$ cat src/logic/serial_host_defs.vh
`ifndef SERIAL_HOST_DEFS_VH
`define SERIAL_HOST_DEFS_VH
// ==========================================
// register offsets of the controller
`define REG_CTRL 4'h0
`define REG_STATUS 4'h1
`define REG_TXDATA 4'h2
`define REG_RXDATA 4'h3
`define REG_TWI_CTRL 4'h4
`define REG_TWI_STATUS 4'h5
`define REG_DIV 4'h6
// ==========================================
// control fields
`define CTRL_SPI_GO 0
`define CTRL_TWI_EN 1
`define CTRL_MODE_LSB 4
`define CTRL_MODE_MSB 7
// ==========================================
// status fields
`define ST_SPI_BUSY 0
`define ST_SPI_DONE 1
`define ST_TWI_BUSY 2
`define ST_TWI_DONE 3
`define ST_ARB_LOST 4
`define ST_NACK 5
`define ST_BUS_BUSY 6
// ==========================================
// twi command fields
`define TWI_START 0
`define TWI_STOP 1
`define TWI_READ 2
`define TWI_ACK_OUT 3
// ==========================================
// mode code for select-controlled client
`define MODE_CLIENT_SEL 4'h4
// ==========================================
// reset values and timing
`define DIV_RESET 8'h04
`define SPI_BITS 4'h8
`define SEL_SETUP_NS 100
`define SEL_SETUP_CYC ((`SEL_SETUP_NS + 9) / 10)
`endif

$ cat src/logic/spi_host_engine.v
`timescale 1ns/1ps
`default_nettype none
module spi_host_engine #(
	parameter BITS = 8
) (
	input wire i_clk,
	input wire i_rstn,
	input wire i_tick,
	input wire i_start,
	input wire [BITS-1:0] i_tx,
	input wire i_miso,
	output reg o_sck,
	output reg o_mosi,
	output reg o_sel_n,
	output reg o_busy,
	output reg o_done,
	output reg [BITS-1:0] o_rx
);
reg [3:0] cnt_q;
reg [BITS-1:0] sh_q;
reg ph_q;
reg [1:0] miso_s;
always @(posedge i_clk) begin
	if (!i_rstn) begin
		cnt_q <= 4'h0;
		sh_q <= {BITS{1'b0}};
		ph_q <= 1'b0;
		o_sck <= 1'b0;
		o_mosi <= 1'b0;
		o_sel_n <= 1'b1;
		o_busy <= 1'b0;
		o_done <= 1'b0;
		o_rx <= {BITS{1'b0}};
		miso_s <= 2'h0;
	end else begin
		// RULE_22 far input synchronised
		miso_s <= {miso_s[0], i_miso};
		o_done <= 1'b0;
		if (!o_busy) begin
			// RULE_01 select falls to open
			if (i_start) begin
				o_busy <= 1'b1;
				o_sel_n <= 1'b0;
				sh_q <= i_tx;
				o_mosi <= i_tx[BITS-1];
				cnt_q <= 4'h0;
				ph_q <= 1'b0;
			end
		end else if (i_tick) begin
			if (!ph_q) begin
				o_sck <= 1'b1;
				// RULE_08 sample mid bit
				sh_q <= {sh_q[BITS-2:0], miso_s[1]};
				ph_q <= 1'b1;
			end else begin
				o_sck <= 1'b0;
				ph_q <= 1'b0;
				cnt_q <= cnt_q + 4'h1;
				o_mosi <= sh_q[BITS-1];
				if (cnt_q == BITS - 1) begin
					// RULE_02 select rises at end
					o_sel_n <= 1'b1;
					o_busy <= 1'b0;
					o_done <= 1'b1;
					o_rx <= sh_q;
				end
			end
		end
	end
end
endmodule // spi_host_engine
`default_nettype wire

$ cat src/logic/twi_line_monitor.v
`timescale 1ns/1ps
`default_nettype none
module twi_line_monitor (
	input wire i_clk,
	input wire i_rstn,
	input wire i_scl,
	input wire i_sda,
	output wire o_scl,
	output wire o_sda,
	output reg o_start,
	output reg o_stop,
	output reg o_bus_busy
);
reg [1:0] scl_s;
reg [1:0] sda_s;
reg scl_p;
reg sda_p;
assign o_scl = scl_s[1];
assign o_sda = sda_s[1];
always @(posedge i_clk) begin
	if (!i_rstn) begin
		scl_s <= 2'h3;
		sda_s <= 2'h3;
		scl_p <= 1'b1;
		sda_p <= 1'b1;
		o_start <= 1'b0;
		o_stop <= 1'b0;
		o_bus_busy <= 1'b0;
	end else begin
		scl_s <= {scl_s[0], i_scl};
		sda_s <= {sda_s[0], i_sda};
		scl_p <= scl_s[1];
		sda_p <= sda_s[1];
		// RULE_14 sda edge while scl high
		o_start <= scl_s[1] && scl_p && sda_p && !sda_s[1];
		o_stop <= scl_s[1] && scl_p && !sda_p && sda_s[1];
		// RULE_18 busy between start and stop
		if (scl_s[1] && scl_p && sda_p && !sda_s[1])
			o_bus_busy <= 1'b1;
		else if (scl_s[1] && scl_p && !sda_p && sda_s[1])
			o_bus_busy <= 1'b0;
	end
end
endmodule // twi_line_monitor
`default_nettype wire

$ cat src/logic/serial_port_host.v
// Overview of operation
// RULE_01 - select stays high until ready; falling select opens a transfer
// RULE_02 - select returns high at each transfer end so client resynchronises
// RULE_03 - client needs mode field set to select-controlled client
// RULE_04 - with select low the client shifts and drives its data out
// RULE_05 - select rising makes the client release its data line; the client model drives the inverted bit instead
// RULE_06 - select high or port disable clears client bit counter
// RULE_07 - configuring party enables select control with clock-edge bit set
// RULE_08 - configuring party keeps sample-phase bit clear in client mode
// RULE_09 - host transfer freezes while halted and resumes afterwards
// RULE_10 - client keeps shifting in sleep, flags after eight bits
// RULE_11 - two-wire lines are open drain, pull low for zero
// RULE_12 - host sends start, address byte with direction bit
// RULE_13 - addressed client acknowledges low, roles follow direction bit
// RULE_14 - data changes only while clock low; high reserved for start/stop
// RULE_15 - stop is data rising with clock high; receiver stops instead of ack
// RULE_16 - host may issue repeated start instead of stop
// RULE_17 - host waits while client holds the clock low
// RULE_18 - host tracks start and stop; waits for idle bus
// RULE_19 - transmitter compares sampled data to driven; loses on mismatch
// RULE_20 - losing host releases clock too and waits for stop
// RULE_21 - complete byte sets buffer-full and interrupt flag
// RULE_22 - client select is synchronised before use
//
// The plain strobed port and the register addresses were chosen for this implementation.
`timescale 1ns/1ps
`default_nettype none
`include "serial_host_defs.vh"
module serial_port_host #(
	parameter BITS = 8
) (
	input wire i_clk,
	input wire i_rstn,
	input wire [3:0] i_addr,
	input wire [7:0] i_wdata,
	input wire i_wr,
	input wire i_rd,
	output reg [7:0] o_rdata,
	input wire i_halt,
	output wire o_sck,
	output wire o_mosi,
	input wire i_miso,
	output wire o_sel_n,
	input wire i_scl,
	output wire o_scl_out,
	output wire o_scl_oe,
	input wire i_sda,
	output wire o_sda_out,
	output wire o_sda_oe
);
// ==========================================
// registers
reg [7:0] ctrl_q;
reg [7:0] tx_q;
reg [7:0] div_q;
reg [7:0] divcnt_q;
reg tick_q;
reg spi_done_q;
reg twi_done_q;
reg arb_q;
reg nack_q;
reg [3:0] twi_cmd_q;
reg twi_go_q;
wire spi_busy;
wire spi_done;
wire [7:0] spi_rx;
reg [7:0] rx_q;
function is_reg;
	input [3:0] a;
	input [3:0] r;
	begin
		is_reg = (a == r);
	end
endfunction
// RULE_03 RULE_07 select-controlled client only
wire spi_start = is_reg(i_addr, `REG_CTRL) && i_wr && i_wdata[`CTRL_SPI_GO]
	&& (i_wdata[`CTRL_MODE_MSB:`CTRL_MODE_LSB] == `MODE_CLIENT_SEL);
// ==========================================
// divider
always @(posedge i_clk) begin
	if (!i_rstn) begin
		divcnt_q <= 8'h00;
		tick_q <= 1'b0;
	end else if (i_halt) begin
		// RULE_09 freeze while halted
		tick_q <= 1'b0;
	end else if (spi_start && !spi_busy) begin
		// RULE_01 select leads a full tick
		// miso sync lags two cycles, so a stale first bit otherwise
		divcnt_q <= 8'h00;
		tick_q <= 1'b0;
	end else if (divcnt_q >= div_q) begin
		divcnt_q <= 8'h00;
		tick_q <= 1'b1;
	end else begin
		divcnt_q <= divcnt_q + 8'h01;
		tick_q <= 1'b0;
	end
end
// ==========================================
// spi engine
spi_host_engine #(.BITS(BITS)) u_spi (
	.i_clk(i_clk),
	.i_rstn(i_rstn),
	.i_tick(tick_q),
	.i_start(spi_start),
	.i_tx(tx_q),
	.i_miso(i_miso),
	.o_sck(o_sck),
	.o_mosi(o_mosi),
	.o_sel_n(o_sel_n),
	.o_busy(spi_busy),
	.o_done(spi_done),
	.o_rx(spi_rx)
);
// ==========================================
// two-wire bus
wire scl_s;
wire sda_s;
wire bus_start;
wire bus_stop;
wire bus_busy;
twi_line_monitor u_mon (
	.i_clk(i_clk),
	.i_rstn(i_rstn),
	.i_scl(i_scl),
	.i_sda(i_sda),
	.o_scl(scl_s),
	.o_sda(sda_s),
	.o_start(bus_start),
	.o_stop(bus_stop),
	.o_bus_busy(bus_busy)
);
localparam ST_IDLE = 3'h0;
localparam ST_START = 3'h1;
localparam ST_LOW = 3'h2;
localparam ST_HIGH = 3'h3;
localparam ST_STOP = 3'h4;
localparam ST_STOP2 = 3'h5;
reg [2:0] st_q;
reg [3:0] bit_q;
reg [8:0] sh_q;
reg [7:0] trx_q;
reg scl_drv_q;
reg sda_drv_q;
reg owner_q;
// RULE_11 drive low or release
assign o_scl_out = 1'b0;
assign o_sda_out = 1'b0;
assign o_scl_oe = scl_drv_q;
assign o_sda_oe = sda_drv_q;
always @(posedge i_clk) begin
	if (!i_rstn) begin
		st_q <= ST_IDLE;
		bit_q <= 4'h0;
		sh_q <= 9'h1FF;
		trx_q <= 8'h00;
		scl_drv_q <= 1'b0;
		sda_drv_q <= 1'b0;
		owner_q <= 1'b0;
		twi_done_q <= 1'b0;
		arb_q <= 1'b0;
		nack_q <= 1'b0;
	end else begin
		if (is_reg(i_addr, `REG_TWI_STATUS) && i_rd) begin
			twi_done_q <= 1'b0;
			arb_q <= 1'b0;
			nack_q <= 1'b0;
		end
		case (st_q)
		ST_IDLE: begin
			if (twi_go_q && ctrl_q[`CTRL_TWI_EN]) begin
				if (twi_cmd_q[`TWI_START]) begin
					// RULE_18 wait for idle bus
					if (!bus_busy || owner_q) begin
						if (owner_q) begin
							// RULE_16 repeated start
							sda_drv_q <= 1'b0;
							scl_drv_q <= 1'b0;
						end
						st_q <= ST_START;
					end
				end else if (twi_cmd_q[`TWI_STOP] && !twi_cmd_q[`TWI_READ] && bit_q == 4'h0 && owner_q) begin
					st_q <= ST_STOP;
				end else if (owner_q) begin
					// RULE_12 address or data byte
					sh_q <= twi_cmd_q[`TWI_READ] ? {8'hFF, twi_cmd_q[`TWI_ACK_OUT]} : {tx_q, 1'b1};
					bit_q <= 4'h0;
					st_q <= ST_LOW;
				end
			end
		end
		ST_START: begin
			if (tick_q && scl_s && sda_s) begin
				sda_drv_q <= 1'b1;
				owner_q <= 1'b1;
				st_q <= ST_IDLE;
				twi_done_q <= 1'b1;
			end
		end
		ST_LOW: begin
			scl_drv_q <= 1'b1;
			if (tick_q) begin
				// RULE_14 data changes with clock low
				sda_drv_q <= !sh_q[8];
				st_q <= ST_HIGH;
			end
		end
		ST_HIGH: begin
			if (tick_q) begin
				scl_drv_q <= 1'b0;
				// RULE_17 wait while clock stretched
				if (scl_s && !scl_drv_q) begin
					// RULE_19 compare driven level
					// receiving host leaves data line to client
					if (sh_q[8] && !sda_s && bit_q != 4'h8 && !twi_cmd_q[`TWI_READ]) begin
						// RULE_20 release both lines
						arb_q <= 1'b1;
						sda_drv_q <= 1'b0;
						owner_q <= 1'b0;
						twi_done_q <= 1'b1;
						st_q <= ST_IDLE;
					end else begin
						sh_q <= {sh_q[7:0], sda_s};
						bit_q <= bit_q + 4'h1;
						if (bit_q == 4'h8) begin
							// RULE_13 acknowledge sampled low
							nack_q <= sda_s;
							// RULE_21 byte complete
							trx_q <= sh_q[7:0];
							scl_drv_q <= 1'b1;
							bit_q <= 4'h0;
							// RULE_15 stop in place of next
							st_q <= twi_cmd_q[`TWI_STOP] ? ST_STOP : ST_IDLE;
							if (!twi_cmd_q[`TWI_STOP])
								twi_done_q <= 1'b1;
						end else begin
							scl_drv_q <= 1'b1;
							st_q <= ST_LOW;
						end
					end
				end
			end
		end
		ST_STOP: begin
			scl_drv_q <= 1'b1;
			if (tick_q) begin
				sda_drv_q <= 1'b1;
				st_q <= ST_STOP2;
			end
		end
		ST_STOP2: begin
			if (tick_q) begin
				if (scl_drv_q) begin
					scl_drv_q <= 1'b0;
				end else if (scl_s) begin
					// RULE_15 data rises with clock high
					sda_drv_q <= 1'b0;
					owner_q <= 1'b0;
					twi_done_q <= 1'b1;
					st_q <= ST_IDLE;
				end
			end
		end
		default: st_q <= ST_IDLE;
		endcase
		if (bus_stop && !owner_q)
			arb_q <= arb_q;
	end
end
// ==========================================
// register port
always @(posedge i_clk) begin
	if (!i_rstn) begin
		ctrl_q <= 8'h00;
		tx_q <= 8'h00;
		div_q <= `DIV_RESET;
		twi_cmd_q <= 4'h0;
		twi_go_q <= 1'b0;
		spi_done_q <= 1'b0;
		rx_q <= 8'h00;
		o_rdata <= 8'h00;
	end else begin
		if (st_q != ST_IDLE)
			twi_go_q <= 1'b0;
		if (i_wr) begin
			if (is_reg(i_addr, `REG_CTRL))
				ctrl_q <= i_wdata;
			if (is_reg(i_addr, `REG_TXDATA))
				tx_q <= i_wdata;
			if (is_reg(i_addr, `REG_DIV))
				div_q <= i_wdata;
			if (is_reg(i_addr, `REG_TWI_CTRL)) begin
				twi_cmd_q <= i_wdata[3:0];
				twi_go_q <= 1'b1;
			end
		end
		o_rdata <= 8'h00;
		if (i_rd) begin
			if (is_reg(i_addr, `REG_CTRL))
				o_rdata <= ctrl_q;
			if (is_reg(i_addr, `REG_STATUS))
				o_rdata <= {6'h00, spi_done_q, spi_busy};
			if (is_reg(i_addr, `REG_RXDATA))
				o_rdata <= spi_done_q ? rx_q : trx_q;
			if (is_reg(i_addr, `REG_TWI_STATUS))
				o_rdata <= {1'b0, bus_busy, nack_q, arb_q, twi_done_q, st_q != ST_IDLE, 2'h0};
			if (is_reg(i_addr, `REG_DIV))
				o_rdata <= div_q;
		end
		// RULE_21 set wins over clear
		if (spi_done) begin
			spi_done_q <= 1'b1;
			rx_q <= spi_rx;
		end else if (i_rd && is_reg(i_addr, `REG_RXDATA))
			spi_done_q <= 1'b0;
	end
end
endmodule // serial_port_host
`default_nettype wire

$ cat config.mk
export PLATFORM = sky130hd
export DESIGN_NAME = serial_port_host
export DESIGN_NICKNAME = d
export VERILOG_FILES = /design/src/logic/spi_host_engine.v /design/src/logic/twi_line_monitor.v /design/src/logic/serial_port_host.v
export VERILOG_INCLUDE_DIRS = /design/src /design/src/logic
export SDC_FILE = /design/constraint.sdc
export NUM_CORES = 1
export LEC_CHECK = 0
export BUFFER_PORTS_ARGS = -buffer_cell sky130_fd_sc_hd__buf_4
export CORE_UTILIZATION = 25
export DETAILED_ROUTE_END_ITERATION = 8
export GPL_ROUTABILITY_DRIVEN = 1
export PLACE_DENSITY = 0.51
export SLEW_MARGIN = 30
export SYNTH_ARGS = -nofsm -noshare
export SYNTH_HDL_FRONTEND = slang
export SYNTH_SLANG_ARGS = --single-unit
$ cat constraint.sdc
create_clock -name i_clk -period 4.5 [get_ports i_clk]
set_clock_uncertainty 0.2 [all_clocks]
set_input_delay 1.125 -clock i_clk [delete_from_list [all_inputs] [get_ports i_clk]]
set_output_delay 1.125 -clock i_clk [all_outputs]
set_load 0.02 [all_outputs]
# Yosys cells after proc, flatten, opt, wreduce, memory -nomap -nowiden
# Index checks and enable logic that the tools add are counted.
dict set report totals {
  reg_bits 121
  output_inout_bits 15
  wordCells 260
}
dict set report op_classes {
  addsub 3
  n_lt_le_gt_ge 1
  eq_ne 37
  n_mux 119
  bitwise 2
  n_reduce_logical 62
}
# operator n
set op_table {}
lappend op_table {{$mux 8} 12}
lappend op_table {{$mux 9} 8}
lappend op_table {{$mux 1} 64}
lappend op_table {{$mux 3} 16}
lappend op_table {{$mux 4} 12}
lappend op_table {{$ne 2x2->1 const B} 19}
lappend op_table {{$logic_and 1x1->1} 22}
lappend op_table {{$eq 4x3->1 const B} 5}
lappend op_table {{$pmux 3 s6} 1}
lappend op_table {{$pmux 9 s2} 1}
lappend op_table {{$reduce_and 8->1} 2}
lappend op_table {{$reduce_and 14->1} 1}
lappend op_table {{$reduce_and 2->1} 7}
lappend op_table {{$reduce_and 4->1} 3}
lappend op_table {{$reduce_and 11->1} 1}
lappend op_table {{$add 4x1->4 const B} 2}
lappend op_table {{$add 8x1->8 const B} 1}
lappend op_table {{$eq 4x2->1 const B} 2}
lappend op_table {{$ge 8x8->1} 1}
lappend op_table {{$logic_not 1->1} 8}
lappend op_table {{$logic_not 4->1} 2}
lappend op_table {{$ne 4x4->1 const B} 2}
lappend op_table {{$pmux 4 s2} 1}
lappend op_table {{$reduce_bool 2->1} 4}
lappend op_table {{21 further kinds} 27}

# Depth between registers and ports, before layout
dict set report logic_depth {
  word_depth 9
  ltp_mapped 8
}

# Cells and area by module
# A second synthesis with hierarchy kept.
dict set report hier_totals {
  hier_cells 660
  hier_area_um2 5729.2
}
# module n_inst cells_per_inst area_each_um2
set modules_own_cells {}
lappend modules_own_cells {serial_port_host 1 510 4244.1}
lappend modules_own_cells {spi_host_engine 1 127 1223.7}
lappend modules_own_cells {twi_line_monitor 1 23 261.5}

# Worst setup path before layout
# OpenSTA, ideal clock, no wires.
dict set report synth_timing {
  path_type {input to register}
  start {input i_addr[0]}
  end {register u_spi.o_mosi}
  arrival_ns 2.398
  required_ns 4.166
  path_slack_ns 1.768
  stages 7
  path_buffers 2
  cell_sequence {buf_2 -> nor3b_2 -> nand4_1 -> nand2b_1 -> buf_2 -> a221oi_1 -> a311oi_1}
}
dict set report synth_via {
  elab_chain_cells 6
}
# element line_no
set synth_rtl {}
lappend synth_rtl {{start, declared} serial_port_host.v:34} ;# input wire [3:0] i_addr,
lappend synth_rtl {{$logic_not 4->1} serial_port_host.v:72} ;# is_reg = (a == r);
lappend synth_rtl {{$logic_and 1x1->1 (3 in series)} serial_port_host.v:76} ;# wire spi_start = is_reg(i_addr, `REG_CTRL) && i_wr && i_wdata[`CTRL_SPI_GO]
lappend synth_rtl {{$reduce_bool 2->1 (no line)} -}
lappend synth_rtl {{$reduce_and 3->1 (no line)} -}
lappend synth_rtl {{end signal, assigned} spi_host_engine.v:45} ;# o_mosi <= i_tx[BITS-1];
lappend synth_rtl {{end signal, assigned} spi_host_engine.v:59} ;# o_mosi <= sh_q[BITS-1];
lappend synth_rtl {{end, declared} spi_host_engine.v:13} ;# output reg o_mosi,
# No other way between the ends.
# A chain may end at the register's enable or synchronous reset.

# Worst setup path after layout
dict set report layout_timing {
  start {register st_q[0]}
  end {register sh_q[2]}
}
dict set report layout_via {
  elab_chain_cells 3
  elab_cells_between_ends 12
  classes_between {eq/ne (8); mux (1); reduce/logical (3)}
}
# element line_no
set layout_rtl {}
lappend layout_rtl {{start, declared} serial_port_host.v:140} ;# reg [2:0] st_q;
lappend layout_rtl {{start signal, assigned} serial_port_host.v:234} ;# st_q <= twi_cmd_q[`TWI_STOP] ? ST_STOP : ST_IDLE;
lappend layout_rtl {{$eq 3x2->1 or $logic_not 3->1 (tied branches)} serial_port_host.v:170} ;# case (st_q)
lappend layout_rtl {{$ne 2x2->1 (no line) or $reduce_bool 2->1 (tied branches)} -}
lappend layout_rtl {{$reduce_and 8->1 (no line)} -}
lappend layout_rtl {{end signal, assigned} serial_port_host.v:187} ;# sh_q <= twi_cmd_q[`TWI_READ] ? {8'hFF, twi_cmd_q[`TWI_ACK_OUT]} : {tx_q, 1'b1};
lappend layout_rtl {{end signal, assigned} serial_port_host.v:224} ;# sh_q <= {sh_q[7:0], sda_s};
lappend layout_rtl {{end, declared} serial_port_host.v:142} ;# reg [8:0] sh_q;
# Several ways; a longest one is shown, not always the timed one.

==> out/metrics.yaml <==
status: "finished clean"
placed_cell_area_um2: 6040
clk_pin_slew_ns: 0.05
via_per_inst: 4.781
synth_async_sr_flop_share: 0
yosys_warnings: 0
synth-edff-count: 0
dr.pass1.iters: 4
grt_setup_unrepaired: "false"
ys_ff_latch: 121
worstPathRequired_ns: 4.54
htree_num_levels: 4
setup_viol_count_final: 0
final_cell_area_um2: 6626
end_kind: "flop"
cts_root_buf: "clkbuf_16"
drive_gt1_frac: 0.1261
fin_util: 0.3018
drtIter0Drc: 194
fmax_ghz: 0.3336
crit_end: "sh_q[2]$_SDFFE_PN1P_"
dp_hpwl_mm: 10.38
wl_mm: 15.12
netlist.area_leader.share: 0.4308
area_growth_pct: 17.85
ys_seq_area_frac: 0.4308
startpoint: "st_q[0]$_SDFFE_PN0P_"
grt.total_usage: 0.1352
layout_min_cycle_time_ns: 2.998
clock_sinks: 121
worstPathArrival_ns: 3.04
cts_buffer_depth: 2
worstPathMaxFanout: 24
grt_pass1_vias: 4327
drc: 0
finalMaxSlewViolations: 0
hold_buffers: 0
rr_endpoint: "sh_q[2]$_SDFFE_PN1P_"
synth_area_leader_cell: "dfxtp_1"
cts_resized: 0
die_area_um2: 23090
ff2ff_path_depth: 4
grt_start_max_net_pins: 56
place.gp.congestion: 0.8077
start_util: 0.2561
post-route-period-util: 0.6662
hold_path_class: "reg2reg"
synth_area_leaders: "dfxtp_1, mux2i_1, nor2_1"
synth.distinct_cells: 61
die_h_um: 152.0
vias: 4485
cts_tree: "yes"
wl_per_cell_um: 16.11
n_antenna_cell: 0
leakage_nw: 2.477
die_x_um: 152.0
rrSetupSlack_ns: 1.50
io_buffer_count: 32
maxCapViolCount: 0
worst_pin_slew_ns: 0.8921
synthCells: 634
insertion_delay_ns: 0.42
fp-row-count: 54
hold-worst-slack_ns: 0.2023
powerDensity_nw_per_um2: 386.8
critical_path_class: "reg2reg"
ant_nets: 0
cts_buffers: 17
syn_area_um2: 5623
core_region_area_um2: 21960
grt_pass1_wl_mm: 24.18
ir_drop_uv: 247.8
fin_setup_tns_ns: 0
critPathLaunchType: "flop"
final_nets: 677
ioPinCount: 35
slew_headroom: 0.4045
ys.flop_type: "dfxtp_1"
hold_depth: 1
grt-ovfl-total: 0
hold_violations: 0
synth.avg_cell_area_um2: 8.869
r2r_start: "st_q[0]$_SDFFE_PN0P_"
post_cts_buffers: 0
antenna_found_initial: 0
## cell type report
| class | count | area (um2) |
|---|---|---|
| Sequential cell | 121 | 2422 |
| Inverter | 19 | 71.32 |
| Timing Repair Buffer | 36 | 270.3 |
| Clock inverter | 13 | 153.9 |
| Fill cell | 2294 | 15330 |
| Multi-Input combinational cell | 450 | 2925 |
| Tap cell | 280 | 350.3 |
| Clock buffer | 19 | 432.9 |
## report_power, final
group	switching [mW]	leakage [nW]	internal (mW)	total, mW
Sequential	0.00943	0.978	1.08	1.09
Combinational	0.0666	1.22	0.0390	0.106
Clock	0.502	0.279	0.864	1.37
## cells in the mapped netlist (all sizes together), types with 2 or more instances
master	number
o41ai	2
nor4	2
a21o	3
nor2	68
inv	18
nand4b	2
or2	4
nand3b	6
a31oi	4
nor2b	23
nor3b	6
a41o	4
o21ai	19
nand2	43
clkbuf	26
or3	3
mux2i	56
a21oi	37
and3b	3
buf	19
dfxtp	121
xnor2	2
a32oi	2
nor3	26
o21a	5
mux2	5
a211oi	17
o211ai	3
a21boi	3
o311ai	12
xor2	2
a2111oi	3
nand3	24
nand4	8
ha	12
nand2b	12
and2	7
a221oi	3
a22o	4
and3	5
## routing by layer
| metal | part of all wire | global-route usage | routed length [um] | up-vias |
|---|---|---|---|---|
| met5 | 0 | 0 | 0 | - |
| met4 | 0.0071 | 0.03061 | 107 | 0 |
| li1 | - | - | - | 2284 |
| met3 | 0.037 | 0.03651 | 555 | 11 |
| met1 | 0.52 | 0.1901 | 7840 | 2111 |
| met2 | 0.44 | 0.2044 | 6612 | 79 |
## metrics by stage
step                setup slack, ns  total power [mW]  cells
floorplan                     1.768             1.178    635
global placement              1.336             1.221    906
detailed placement            1.290             1.220    906
CTS                           1.503             2.592    938
global route                  1.219             2.654    938
finish                        1.502             2.563    938
## registers in the layout, summed over array words and instances (netlist names), 8 cells and up
register and flops:
tx_q 8, div_q 8, u_spi.o_rx 8, rx_q 8, trx_q 8, sh_q 9
o_rdata 8, u_spi.sh_q 8, ctrl_q 8, divcnt_q 8
## logic make-up (layout without fill, tap and decap cells)
logic type	after synthesis	after routing	synth area share
adders and majority gates	12	12	0.02670
xor gates and xnor gates	4	4	0.006232
muxes	61	61	0.1097
and+or+nand+nor	245	245	0.2241
AOI/OAI and AO/OA	126	126	0.1513
DFF	121	121	0.4308
buffers and inverters	64	87	0.05051
other	1	2	0.0006669
## how the worst min path moves through the flow
stage                                      to                       from  slack [ns]
floorplan           u_mon.scl_s[1]$_SDFF_PN1_  u_mon.scl_s[0]$_SDFF_PN1_        0.19
global placement    u_mon.sda_s[1]$_SDFF_PN1_  u_mon.sda_s[0]$_SDFF_PN1_        0.19
detailed placement  u_mon.sda_s[1]$_SDFF_PN1_  u_mon.sda_s[0]$_SDFF_PN1_        0.19
CTS                 u_mon.sda_s[1]$_SDFF_PN1_  u_mon.sda_s[0]$_SDFF_PN1_        0.21
global route        u_mon.scl_s[1]$_SDFF_PN1_  u_mon.scl_s[0]$_SDFF_PN1_        0.23
finish              u_mon.scl_s[1]$_SDFF_PN1_  u_mon.scl_s[0]$_SDFF_PN1_        0.20
## cells in the final DEF (no fill, tap or decap), types with 6 or more instances in the layout
cell,instances
nand2b_1,12
dfxtp_1,121
inv_1,18
ha_1,12
nand2_1,43
and2_1,7
nand4_1,8
nor2b_1,23
mux2i_1,56
nor3_1,24
nor2_1,67
nand3b_1,6
o311ai_0,10
o21ai_0,17
buf_4,36
a211oi_1,17
clkbuf_16,17
nand3_1,24
a21oi_1,37
## critical path, cell delays in order (launching register included)
cell and delay, ns:
dfxtp_1 0.69, nand3b_1 0.64, nor3_2 0.47, a21o_1 0.56, o311ai_0 0.26
Note: power is estimated with default switching activity, not from simulation.
